File: src/pim_pkg.sv
// constants for the peripheral interrupt and clock map block
`default_nettype none
package pim_pkg;
    localparam int          ADDR_W          = 12;
    localparam int          NSRC            = 32;
    localparam int          NLEVEL          = 8;
    // register offsets (byte addresses)
    localparam logic [11:0] OFF_MODE_BASE   = 12'h000;
    localparam logic [11:0] OFF_VEC_BASE    = 12'h080;
    localparam logic [11:0] OFF_CUR_VEC     = 12'h100;
    localparam logic [11:0] OFF_FAST_VEC    = 12'h104;
    localparam logic [11:0] OFF_CUR_SRC     = 12'h108;
    localparam logic [11:0] OFF_PENDING     = 12'h10c;
    localparam logic [11:0] OFF_MASK        = 12'h110;
    localparam logic [11:0] OFF_CORE_STAT   = 12'h114;
    localparam logic [11:0] OFF_EN_SET      = 12'h120;
    localparam logic [11:0] OFF_EN_CLR      = 12'h124;
    localparam logic [11:0] OFF_PEND_CLR    = 12'h128;
    localparam logic [11:0] OFF_PEND_SET    = 12'h12c;
    localparam logic [11:0] OFF_END_SVC     = 12'h130;
    localparam logic [11:0] OFF_SPUR_VEC    = 12'h134;
    localparam logic [11:0] OFF_DEBUG       = 12'h138;
    localparam logic [11:0] OFF_FF_SET      = 12'h140;
    localparam logic [11:0] OFF_FF_CLR      = 12'h144;
    localparam logic [11:0] OFF_FF_STAT     = 12'h148;
    localparam logic [11:0] OFF_CLK_SET     = 12'h150;
    localparam logic [11:0] OFF_CLK_CLR     = 12'h154;
    localparam logic [11:0] OFF_CLK_STAT    = 12'h158;
    localparam logic [11:0] OFF_EVT_STAT    = 12'h160;
    localparam logic [11:0] OFF_EVT_MASK    = 12'h164;
    // source mode fields and the debug protect bit
    localparam int          MODE_W          = 7;
    localparam int          MODE_EDGE_BIT   = 5;
    localparam int          MODE_POS_BIT    = 6;
    localparam int          DEBUG_PROT_BIT  = 0;
    // identifiers
    localparam logic [4:0]  ID_FAST         = 5'h00;
    localparam logic [4:0]  ID_SYSTEM       = 5'h01;
    localparam logic [4:0]  ID_ADC          = 5'h05;
    localparam logic [4:0]  ID_EXT0         = 5'h1d;
    localparam int          N_SYS_SRC       = 7;
    localparam int          N_EXT           = 3;
    // sources that exist (15 and 16 reserved)
    localparam logic [31:0] SRC_VALID       = 32'hfffe7fff;
    // identifiers with a software clock gate
    localparam logic [31:0] CLK_CTRL_MASK   = 32'h1fee7fdc;
    localparam logic [31:0] RST_ZERO        = 32'h0000_0000;
    // event status bits
    localparam int          EVT_NORM        = 0;
    localparam int          EVT_FAST        = 1;
    localparam int          EVT_SPUR        = 2;
    localparam int          N_EVT           = 3;
endpackage : pim_pkg
`default_nettype wire

File: src/pim_irq_clock_map.sv
// peripheral identifier to interrupt source and clock gate map with vectored controller
//
// What this block does
// RULE1 - one identifier indexes both the interrupt source and the clock gate bit
// RULE2 - identifiers: 0 fast, 1 system, 2..28 peripherals, 29..31 external lines
// RULE3 - source 1 is the OR of the seven system peripheral interrupts
// RULE4 - system peripheral clocks never gate off; identifier 1 only for interrupts
// RULE5 - clock set/clear of 0,1,5,20,29..31 changes no clock gate
// RULE6 - ADC clock starts on first conversion, stops after each one in sleep
// RULE7 - fast and external lines have identifiers without any clock control
// RULE8 - each source selects edge or level, positive/high or negative/low
// RULE9 - eight-level priority on sources 1..31, higher preempts lower service
// RULE10 - source 0 drives the fast line; source 1 is the system source
// RULE11 - fast forcing sends any normal source to the fast output
// RULE12 - one vector per source; current vector read returns served vector
// RULE13 - protect mode stops reads from causing side effects
// RULE14 - identifiers 15 and 16 have no input, no gate, read zero
//
// The placing of the registers and the address-and-strobe port were decided locally.
`default_nettype none
module pim_irq_clock_map (
    input  wire logic                     clk,
    input  wire logic                     nrst,
    input  wire logic [11:0]              addr,
    input  wire logic [31:0]              wr_data,
    input  wire logic                     wr_en,
    input  wire logic                     rd_en,
    output logic      [31:0]              rd_data,
    input  wire logic [31:0]              periph_irq,
    input  wire logic [6:0]               system_interrupt_source,
    input  wire logic                     fast_interrupt,
    input  wire logic [2:0]               external_irq_line,
    input  wire logic                     adc_conv_start,
    input  wire logic                     adc_conv_done,
    input  wire logic                     sleep_mode,
    output logic                          normal_irq_output_n,
    output logic                          fast_irq_output_n,
    output logic      [31:0]              periph_clk_en,
    output logic                          adc_clk_en,
    output logic                          sys_clk_en,
    output logic                          irq_out
);
    // ************************************************************
    // pin synchronisers and source assembly
    // ************************************************************
    logic [3:0]  pin_meta_reg;
    logic [3:0]  pin_sync_reg;
    logic [31:0] src_raw;
    logic [31:0] src_prev_reg;

    always_ff @(posedge clk or negedge nrst) begin
        if (!nrst) begin
            pin_meta_reg <= 4'h0;
            pin_sync_reg <= 4'h0;
        end else begin
            pin_meta_reg <= {external_irq_line, fast_interrupt};
            pin_sync_reg <= pin_meta_reg;
        end
    end

    always_comb begin
        src_raw     = periph_irq & pim_pkg::SRC_VALID;                   // [RULE2] [RULE14]
        src_raw[0]  = pin_sync_reg[0];                                   // [RULE10]
        src_raw[1]  = |system_interrupt_source;                          // [RULE3]
        src_raw[31:29] = pin_sync_reg[3:1];                              // [RULE7]
    end

    // ************************************************************
    // register bus decode
    // ************************************************************
    logic [pim_pkg::MODE_W-1:0] mode_reg [pim_pkg::NSRC];
    logic [31:0] vec_reg [pim_pkg::NSRC];
    logic [31:0] mask_reg;
    logic [31:0] ff_reg;
    logic [31:0] gate_reg;
    logic [31:0] spur_reg;
    logic        prot_reg;
    logic [pim_pkg::N_EVT-1:0] evt_reg;
    logic [pim_pkg::N_EVT-1:0] evt_mask_reg;
    logic        is_mode;
    logic        is_vec;
    logic        ack;
    logic [4:0]  wr_idx;

    assign is_mode = (addr & 12'hf80) == pim_pkg::OFF_MODE_BASE;
    assign is_vec  = (addr & 12'hf80) == pim_pkg::OFF_VEC_BASE;
    assign wr_idx  = addr[6:2];
    // protect mode moves the acknowledge from the read to a write of the same register
    assign ack = prot_reg ? (wr_en && addr == pim_pkg::OFF_CUR_VEC)
                          : (rd_en && addr == pim_pkg::OFF_CUR_VEC);     // [RULE13]

    always_ff @(posedge clk or negedge nrst) begin
        if (!nrst) begin
            for (int i = 0; i < pim_pkg::NSRC; i++) begin
                mode_reg[i] <= '0;
                vec_reg[i]  <= pim_pkg::RST_ZERO;
            end
        end else if (wr_en && pim_pkg::SRC_VALID[wr_idx]) begin
            if (is_mode)
                mode_reg[wr_idx] <= wr_data[pim_pkg::MODE_W-1:0];         // [RULE8]
            if (is_vec)
                vec_reg[wr_idx] <= wr_data;                              // [RULE12]
        end
    end

    always_ff @(posedge clk or negedge nrst) begin
        if (!nrst) begin
            mask_reg     <= pim_pkg::RST_ZERO;
            ff_reg       <= pim_pkg::RST_ZERO;
            spur_reg     <= pim_pkg::RST_ZERO;
            prot_reg     <= 1'b0;
            evt_mask_reg <= '0;
        end else if (wr_en) begin
            case (addr)
                pim_pkg::OFF_EN_SET:   mask_reg <= mask_reg | (wr_data & pim_pkg::SRC_VALID);
                pim_pkg::OFF_EN_CLR:   mask_reg <= mask_reg & ~wr_data;
                pim_pkg::OFF_FF_SET:   ff_reg   <= ff_reg | (wr_data & pim_pkg::SRC_VALID & 32'hffff_fffe); // [RULE11]
                pim_pkg::OFF_FF_CLR:   ff_reg   <= ff_reg & ~wr_data;
                pim_pkg::OFF_SPUR_VEC: spur_reg <= wr_data;
                pim_pkg::OFF_DEBUG:    prot_reg <= wr_data[pim_pkg::DEBUG_PROT_BIT];
                pim_pkg::OFF_EVT_MASK: evt_mask_reg <= wr_data[pim_pkg::N_EVT-1:0];
                default: ;
            endcase
        end
    end

    // ************************************************************
    // pending logic
    // ************************************************************
    logic [31:0] pend_reg;
    logic [31:0] hit;
    logic [31:0] lvl;
    logic [31:0] edge_sel;
    logic [31:0] pend_clr;
    logic [31:0] pend_set;

    always_comb begin
        for (int i = 0; i < pim_pkg::NSRC; i++) begin
            edge_sel[i] = mode_reg[i][pim_pkg::MODE_EDGE_BIT];
            lvl[i] = mode_reg[i][pim_pkg::MODE_POS_BIT] ? src_raw[i] : ~src_raw[i];      // [RULE8]
            hit[i] = mode_reg[i][pim_pkg::MODE_POS_BIT] ? (src_raw[i] & ~src_prev_reg[i])
                                                         : (~src_raw[i] & src_prev_reg[i]); // [RULE8]
        end
    end

    logic [4:0]  best_src;
    logic [2:0]  best_pri;
    logic        best_any;
    logic        irq_cond;
    logic [31:0] fast_cand;
    logic [31:0] norm_cand;

    always_comb begin
        pend_clr = '0;
        pend_set = '0;
        if (wr_en && addr == pim_pkg::OFF_PEND_CLR)
            pend_clr = wr_data;
        if (wr_en && addr == pim_pkg::OFF_PEND_SET)
            pend_set = wr_data;
        if (ack && irq_cond)
            pend_clr[best_src] = 1'b1;
        if (rd_en && !prot_reg && addr == pim_pkg::OFF_FAST_VEC)
            pend_clr[0] = 1'b1;                                          // [RULE13]
    end

    always_ff @(posedge clk or negedge nrst) begin
        if (!nrst) begin
            src_prev_reg <= pim_pkg::RST_ZERO;
            pend_reg     <= pim_pkg::RST_ZERO;
        end else begin
            src_prev_reg <= src_raw;
            // a new edge in the clearing cycle is kept
            pend_reg <= ((edge_sel & (((pend_reg & ~pend_clr) | hit | pend_set)))
                       | (~edge_sel & lvl)) & pim_pkg::SRC_VALID;         // [RULE8] [RULE14]
        end
    end

    // ************************************************************
    // priority resolver and nesting stack
    // ************************************************************
    logic [2:0]  stk_pri [pim_pkg::NLEVEL];
    logic [4:0]  stk_src [pim_pkg::NLEVEL];
    logic [3:0]  depth_reg;
    logic [2:0]  top;
    logic [2:0]  cur_pri;

    assign fast_cand = pend_reg & mask_reg & (ff_reg | 32'h0000_0001);  // [RULE10] [RULE11]
    assign norm_cand = pend_reg & mask_reg & ~ff_reg & 32'hffff_fffe;
    assign top       = 3'(depth_reg - 4'h1);
    assign cur_pri   = stk_pri[top];

    always_comb begin
        best_any = 1'b0;
        best_pri = 3'h0;
        best_src = 5'h00;
        // downward scan with >= lets the lowest identifier win a tie
        for (int i = pim_pkg::NSRC - 1; i >= 1; i--) begin
            if (norm_cand[i] && (!best_any || mode_reg[i][2:0] >= best_pri)) begin
                best_any = 1'b1;
                best_pri = mode_reg[i][2:0];
                best_src = 5'(i);
            end
        end
    end

    // a deeper interrupt must beat the level in service
    assign irq_cond = best_any && (depth_reg == 4'h0 || best_pri > cur_pri); // [RULE9]

    always_ff @(posedge clk or negedge nrst) begin
        if (!nrst) begin
            depth_reg <= 4'h0;
            for (int i = 0; i < pim_pkg::NLEVEL; i++) begin
                stk_pri[i] <= 3'h0;
                stk_src[i] <= 5'h00;
            end
        end else if (ack && irq_cond && depth_reg < 4'(pim_pkg::NLEVEL)) begin
            stk_pri[depth_reg[2:0]] <= best_pri;                         // [RULE9]
            stk_src[depth_reg[2:0]] <= best_src;
            depth_reg <= depth_reg + 4'h1;
        end else if (wr_en && addr == pim_pkg::OFF_END_SVC && depth_reg != 4'h0) begin
            depth_reg <= depth_reg - 4'h1;                               // [RULE9]
        end
    end

    // ************************************************************
    // core outputs and clock gates
    // ************************************************************
    logic adc_clk_reg;

    always_ff @(posedge clk or negedge nrst) begin
        if (!nrst) begin
            normal_irq_output_n <= 1'b1;
            fast_irq_output_n   <= 1'b1;
        end else begin
            normal_irq_output_n <= ~irq_cond;                            // [RULE9]
            fast_irq_output_n   <= ~(|fast_cand);                        // [RULE10] [RULE11]
        end
    end

    always_ff @(posedge clk or negedge nrst) begin
        if (!nrst) begin
            gate_reg <= pim_pkg::RST_ZERO;
        end else if (wr_en && addr == pim_pkg::OFF_CLK_SET) begin
            gate_reg <= gate_reg | (wr_data & pim_pkg::CLK_CTRL_MASK);   // [RULE1] [RULE5] [RULE7]
        end else if (wr_en && addr == pim_pkg::OFF_CLK_CLR) begin
            gate_reg <= gate_reg & ~(wr_data & pim_pkg::CLK_CTRL_MASK);  // [RULE5]
        end
    end

    always_ff @(posedge clk or negedge nrst) begin
        if (!nrst) begin
            adc_clk_reg <= 1'b0;
        end else if (adc_conv_start) begin
            adc_clk_reg <= 1'b1;                                         // [RULE6]
        end else if (adc_conv_done && sleep_mode) begin
            adc_clk_reg <= 1'b0;                                         // [RULE6]
        end
    end

    assign periph_clk_en = gate_reg;
    assign adc_clk_en    = adc_clk_reg;

    always_ff @(posedge clk or negedge nrst) begin
        if (!nrst)
            sys_clk_en <= 1'b1;
        else
            sys_clk_en <= 1'b1;                                          // [RULE4]
    end

    // ************************************************************
    // event status, interrupt out and read data
    // ************************************************************
    logic [pim_pkg::N_EVT-1:0] evt_hit;
    logic                      evt_rd;
    logic                      irq_prev_reg;
    logic                      fast_prev_reg;

    assign evt_hit[pim_pkg::EVT_NORM] = irq_cond & ~irq_prev_reg;
    assign evt_hit[pim_pkg::EVT_FAST] = (|fast_cand) & ~fast_prev_reg;
    assign evt_hit[pim_pkg::EVT_SPUR] = ack & ~irq_cond;
    assign evt_rd = rd_en && !prot_reg && addr == pim_pkg::OFF_EVT_STAT;  // [RULE13]

    always_ff @(posedge clk or negedge nrst) begin
        if (!nrst) begin
            evt_reg       <= '0;
            irq_prev_reg  <= 1'b0;
            fast_prev_reg <= 1'b0;
            irq_out       <= 1'b0;
        end else begin
            irq_prev_reg  <= irq_cond;
            fast_prev_reg <= |fast_cand;
            // set beats the read-clear
            evt_reg <= (evt_rd ? '0 : evt_reg) | evt_hit;
            irq_out <= |(((evt_rd ? '0 : evt_reg) | evt_hit) & evt_mask_reg);
        end
    end

    logic [31:0] rd_val;

    always_comb begin
        rd_val = 32'h0000_0000;
        if (is_mode)
            rd_val = {25'h0, mode_reg[wr_idx]};
        else if (is_vec)
            rd_val = vec_reg[wr_idx];
        else begin
            case (addr)
                pim_pkg::OFF_CUR_VEC:   rd_val = irq_cond ? vec_reg[best_src] : spur_reg; // [RULE12]
                pim_pkg::OFF_FAST_VEC:  rd_val = vec_reg[0];
                pim_pkg::OFF_CUR_SRC:   rd_val = {27'h0, (depth_reg == 4'h0) ? 5'h00 : stk_src[top]};
                pim_pkg::OFF_PENDING:   rd_val = pend_reg;
                pim_pkg::OFF_MASK:      rd_val = mask_reg;
                pim_pkg::OFF_CORE_STAT: rd_val = {30'h0, ~fast_irq_output_n, ~normal_irq_output_n};
                pim_pkg::OFF_SPUR_VEC:  rd_val = spur_reg;
                pim_pkg::OFF_DEBUG:     rd_val = {31'h0, prot_reg};
                pim_pkg::OFF_FF_STAT:   rd_val = ff_reg;
                pim_pkg::OFF_CLK_STAT:  rd_val = gate_reg | (32'(adc_clk_reg) << pim_pkg::ID_ADC); // [RULE1]
                pim_pkg::OFF_EVT_STAT:  rd_val = {29'h0, evt_reg};
                pim_pkg::OFF_EVT_MASK:  rd_val = {29'h0, evt_mask_reg};
                default:                rd_val = 32'h0000_0000;
            endcase
        end
    end

    always_ff @(posedge clk or negedge nrst) begin
        if (!nrst)
            rd_data <= 32'h0000_0000;
        else
            rd_data <= rd_en ? rd_val : 32'h0000_0000;
    end

    // ************************************************************
    // assertions
    // ************************************************************
    logic [31:0] best_vec;
    assign best_vec = vec_reg[best_src];

    property p_sys_or;
        @(posedge clk) disable iff (!nrst) (|system_interrupt_source) |-> src_raw[1];
    endproperty
    a_sys_or: assert property (p_sys_or) else $error("system source not merged"); // [RULE3]

    property p_resv_zero;
        @(posedge clk) disable iff (!nrst) pend_reg[16:15] == 2'b00 && mask_reg[16:15] == 2'b00;
    endproperty
    a_resv_zero: assert property (p_resv_zero) else $error("reserved source active"); // [RULE14]

    property p_no_gate;
        @(posedge clk) disable iff (!nrst) (periph_clk_en & ~pim_pkg::CLK_CTRL_MASK) == 32'h0;
    endproperty
    a_no_gate: assert property (p_no_gate) else $error("gate on uncontrolled id"); // [RULE5]

    property p_sys_clk;
        @(posedge clk) disable iff (!nrst) sys_clk_en;
    endproperty
    a_sys_clk: assert property (p_sys_clk) else $error("system clock gated"); // [RULE4]

    property p_adc_start;
        @(posedge clk) disable iff (!nrst) adc_conv_start |=> adc_clk_en;
    endproperty
    a_adc_start: assert property (p_adc_start) else $error("adc clock not started"); // [RULE6]

    property p_adc_stop;
        @(posedge clk) disable iff (!nrst) sleep_mode && adc_conv_done && !adc_conv_start |=> !adc_clk_en;
    endproperty
    a_adc_stop: assert property (p_adc_stop) else $error("adc clock not stopped"); // [RULE6]

    property p_protect;
        @(posedge clk) disable iff (!nrst) prot_reg && rd_en && !wr_en |=> $stable(depth_reg);
    endproperty
    a_protect: assert property (p_protect) else $error("read changed state in protect"); // [RULE13]

    property p_pop;
        @(posedge clk) disable iff (!nrst)
            wr_en && addr == pim_pkg::OFF_END_SVC && depth_reg != 4'h0 |=> depth_reg == $past(depth_reg) - 4'h1;
    endproperty
    a_pop: assert property (p_pop) else $error("end of service did not pop"); // [RULE9]

    property p_fast;
        @(posedge clk) disable iff (!nrst) (|(pend_reg & mask_reg & ff_reg)) || (pend_reg[0] && mask_reg[0])
            |=> !fast_irq_output_n;
    endproperty
    a_fast: assert property (p_fast) else $error("fast output missing"); // [RULE11]

    property p_vector;
        @(posedge clk) disable iff (!nrst) ack && rd_en && irq_cond |=> rd_data == $past(best_vec);
    endproperty
    a_vector: assert property (p_vector) else $error("wrong current vector"); // [RULE12]

    c_nest:  cover property (@(posedge clk) disable iff (!nrst) depth_reg == 4'h2);
    c_spur:  cover property (@(posedge clk) disable iff (!nrst) evt_hit[pim_pkg::EVT_SPUR]);
    c_force: cover property (@(posedge clk) disable iff (!nrst) |(pend_reg & mask_reg & ff_reg));
endmodule // pim_irq_clock_map
`default_nettype wire

File: config.mk
export PLATFORM = sky130hd
export DESIGN_NAME = pim_irq_clock_map
export DESIGN_NICKNAME = d
export VERILOG_FILES = /design/src/pim_pkg.sv /design/src/pim_irq_clock_map.sv
export SDC_FILE = /design/constraint.sdc
export NUM_CORES = 2
export LEC_CHECK = 0
export BUFFER_PORTS_ARGS = -buffer_cell sky130_fd_sc_hd__buf_2
export CAP_MARGIN = 20
export CELL_PAD_IN_SITES_DETAIL_PLACEMENT = 0
export CELL_PAD_IN_SITES_GLOBAL_PLACEMENT = 2
export CORE_UTILIZATION = 30
export DETAILED_ROUTE_END_ITERATION = 6
export PLACE_DENSITY = 0.71
export SLEW_MARGIN = 20
export SYNTH_ARGS = -nofsm -noshare
export SYNTH_HDL_FRONTEND = slang
export SYNTH_SLANG_ARGS = --single-unit
File: constraint.sdc
create_clock -name clk -period 39.7 [get_ports clk]
set_input_delay 7.94 -clock clk [delete_from_list [all_inputs] [get_ports clk]]
set_output_delay 7.94 -clock clk [all_outputs]
set_load 0.1 [all_outputs]
==> results.cfg <==
[outcome]
status = complete, no violations

[cells_and_area]
area.growth.synth_to_final_pct = 21.5
multi_input_gate_area_sq_mm = 0.0426
fill_cells = 26100
nNetsFinal = 7512
most-common-layout-cells = sky130_fd_sc_hd__dfrtp_1, sky130_fd_sc_hd__mux2_2, sky130_fd_sc_hd__nand2_1, sky130_fd_sc_hd__buf_4, sky130_fd_sc_hd__mux4_2
drive_above_1_share_pct = 42.5
most_common_library_cell_in_the_layout_ignoring_fill_and_taps = sky130_fd_sc_hd__dfrtp_1
post_layout_nonfiller_instances = 11100
number_of_flip_flops_under_the_largest_register_name = 1024
register_area_sq_mm = 0.0387

[global_routing]
total_global_routing_overflow = 0
grt_start_max_net_pins = 168
grt_pass1_wl_mm = 472
grt_antenna_before_repair = 37
grt_use_total_pct = 23.4
grt_pass1_vias = 63000

[die]
total_number_of_placement_rows = 191
core_region_area_sq_mm = 0.271
start_util_pct = 30.2
floorplan_die_area_sq_mm = 0.276
floorplan.io_pins = 163
floorplan.die.height_um = 525
die_w_um = 525

[pwr]
pwr_density_mw_per_mm2 = 37.7
ir_worst_vdd_mv = 0.0472
power.static_leakage_uw = 0.0443

[timing]
report.final.hold_viol_count = 0
worst_clock_skew_ps = 72.8
layout_worst_path_cycle_share_pct = 97.0
layout_setup_ws_ps = 1190
fmax_ghz = 0.0260
report.final.setup_viol = 0
final_period_minus_worst_setup_slack_ps = 38510
report.final.slew_viol_count = 0
rsz0062_at_grt = yes
slew_headroom_pct = 18.4
worst_pin_slew_ps = 1220

[setup_path]
timing.critical_path.buf_inv = 12
worst-endpoint-required_ps = 40460
path_max_fanout = 7
category_of_cells_accounting_for_the_largest_share_of_critical_path_delay = compound AO/OA/AOI/OAI gates
worstPathArrival_ps = 39260
cpPeakStageDelay_ps = 580
critical_path.startpoint_type = register
timing.critical_path.to_type = register
timing.setup.critical_path_class = reg2reg
critical-path-slowest-cell = sky130_fd_sc_hd__or4_4

[drt]
detail_route.vias_per_cell = 5.80
via_count = 64300
avgRoutedWirePerCell_um = 30.0
detail_route.first_pass.iterations = 6
drt_wl_total_mm = 333
drt_drc_violations_left = 0
drt.antenna.violating_nets = 0
drt_first_iter_violations = 6784

[job]
timing.max_cap.violations = 0

[clocking]
clk_pin_slew_ps = 60
ctsHtreeMaxLevel = 4
cts.sink_count = 1548
tritoncts.num_buffers = 179
clk_latency_ps = 870
max-clock-path-buffers = 3
tritoncts = built
cts-root-buf = sky130_fd_sc_hd__clkbuf_16
cts_hold_buf = 0

[min_path]
hp-class = reg2reg

[placement]
preCtsSetupSlack_ps = -2320
routability_congestion_estimate = 0.896
detailed_place_hpwl_mm = 210
io_buffer_count = 145
placed_cells_incl_taps = 10700

[synthesis]
syn-mean-instance-area_sq_um = 11.7
synth-adder-area-share_pct = 1.10
synth_area_leader_cell = sky130_fd_sc_hd__dfrtp_1
post_synth_inst_count = 6987
synth-seq-cells = 1548
asyncSetResetFlopFracSynth_pct = 100
synthDominantCellAreaShare_pct = 47.2
synth_top_family_by_area = multiplexers
portion_of_the_post_synthesis_area_used_by_sequential_elements_pct = 47.2
synth-compound-area-share_pct = 11.0
synthSimpleGateAreaFrac_pct = 7.95
synthDistinctLibCells = 101
xor_and_xnor_area_share_after_synthesis_pct = 0.0320
synthesis.yosys.warnings = 0
synth_flop_cell = sky130_fd_sc_hd__dfrtp_1
yosys-top-cells-area = sky130_fd_sc_hd__dfrtp_1, sky130_fd_sc_hd__mux2_2, sky130_fd_sc_hd__mux4_2
synthesis.area_sq_mm = 0.0820
synth_mux_area_share_pct = 28.8
synth_enable_flop_cells = 0
## repair_timing
action | CTS | global route
gates cloned | 0 | 5
setup buffers | 17 | 58
resized for setup | 108 | 359
endpoints found under the setup margin | 134 | 134
pin swaps | 43 | 202
## worst reg2reg max path: cells and delay by family, from the launching register on
kind	cells	cell delay [ps]
compound gates	82	15610
fa+ha+maj	34	9100
buf+inv	12	1480
flops	1	370
mux	7	2440
simple gates	68	9450
## report_power, final
group	internal, uW	switching [uW]
sequential	1600	21.4
combinational	142	259
clock	999	734
## metrics by stage
step           hold WS, ps  TNS [ps]  total power, uW  instance area, sq um  utilization [%]
6_report               358         0             3760                 99700             36.7
5_1_grt                366    -29280             3870                 99600             36.7
4_1_cts                360         0             3770                 97300             35.9
3_5_place_dp           341   -210700             2030                 90600             33.4
3_3_place_gp           345   -218660             2030                 90600             33.4
2_1_floorplan          331         0             1840                 82200                -
## worst paths after layout
kind,from,endpoint,slack [ps],cells past startpoint
max,register,rd_data[29],1190,203
min,pin_meta_reg[1],pin_sync_reg[1],360,0
max reg2reg,register,rd_data[29],1190,203
min reg2reg,pin_meta_reg[1],pin_sync_reg[1],360,0
max in group asynchronous,nrst,stk_pri[2],28580,5
min in group asynchronous,nrst,rd_data[27],7090,1
## synthesized netlist by cell type, types with 20 or more instances
cell type                  count
sky130_fd_sc_hd__dfrtp_1    1546
sky130_fd_sc_hd__mux2_2     1214
sky130_fd_sc_hd__nand2_1     818
sky130_fd_sc_hd__clkbuf_1    485
sky130_fd_sc_hd__mux4_2      406
sky130_fd_sc_hd__o22ai_1     291
sky130_fd_sc_hd__a31oi_1     268
sky130_fd_sc_hd__a21oi_1     231
sky130_fd_sc_hd__o21ai_0     219
sky130_fd_sc_hd__nor2_1      210
sky130_fd_sc_hd__nand3_1     133
sky130_fd_sc_hd__buf_1       105
sky130_fd_sc_hd__inv_1        94
sky130_fd_sc_hd__buf_2        79
sky130_fd_sc_hd__mux2i_1      79
sky130_fd_sc_hd__ha_1         68
sky130_fd_sc_hd__a22oi_1      60
sky130_fd_sc_hd__nor3_1       56
sky130_fd_sc_hd__o211ai_1     56
sky130_fd_sc_hd__a221oi_1     30
sky130_fd_sc_hd__or2_2        29
sky130_fd_sc_hd__nand2b_1     28
sky130_fd_sc_hd__nand4_1      27
sky130_fd_sc_hd__and2_1       24
sky130_fd_sc_hd__o21a_1       23
sky130_fd_sc_hd__o31ai_1      23
sky130_fd_sc_hd__nor2b_1      21
sky130_fd_sc_hd__or4_1        21
sky130_fd_sc_hd__a21o_1       20
## metal layers
| layer | share of wire, % | global-route usage (%) |
|---|---|---|
| met3 | 8.4 | 4.84 |
| met4 | 4.3 | 9.18 |
| met2 | 44 | 35.1 |
| met5 | 0.030 | 0 |
| met1 | 43 | 32.9 |
## cell type report
cell class / count / share of cell area [%]
diodes: 18 / 0.0452
clock buffers: 264 / 5.22
clock inverters: 65 / 0.923
inverters: 94 / 0.357
multi-input cells: 4661 / 42.7
flip-flops and latches: 1548 / 38.9
well taps: 3570 / 4.48
repair buffers: 866 / 7.41
## logic make-up after synthesis
kind of cell,after synthesis
adder cells (fa/ha/maj),73
multiplexers,1700
XOR/XNOR,3
buffers and inverters,786
AND/OR/NAND/NOR,1467
AO/OA/AOI/OAI,1408
other,2
flip-flops,1548
Power figures use the tool's default switching activity.
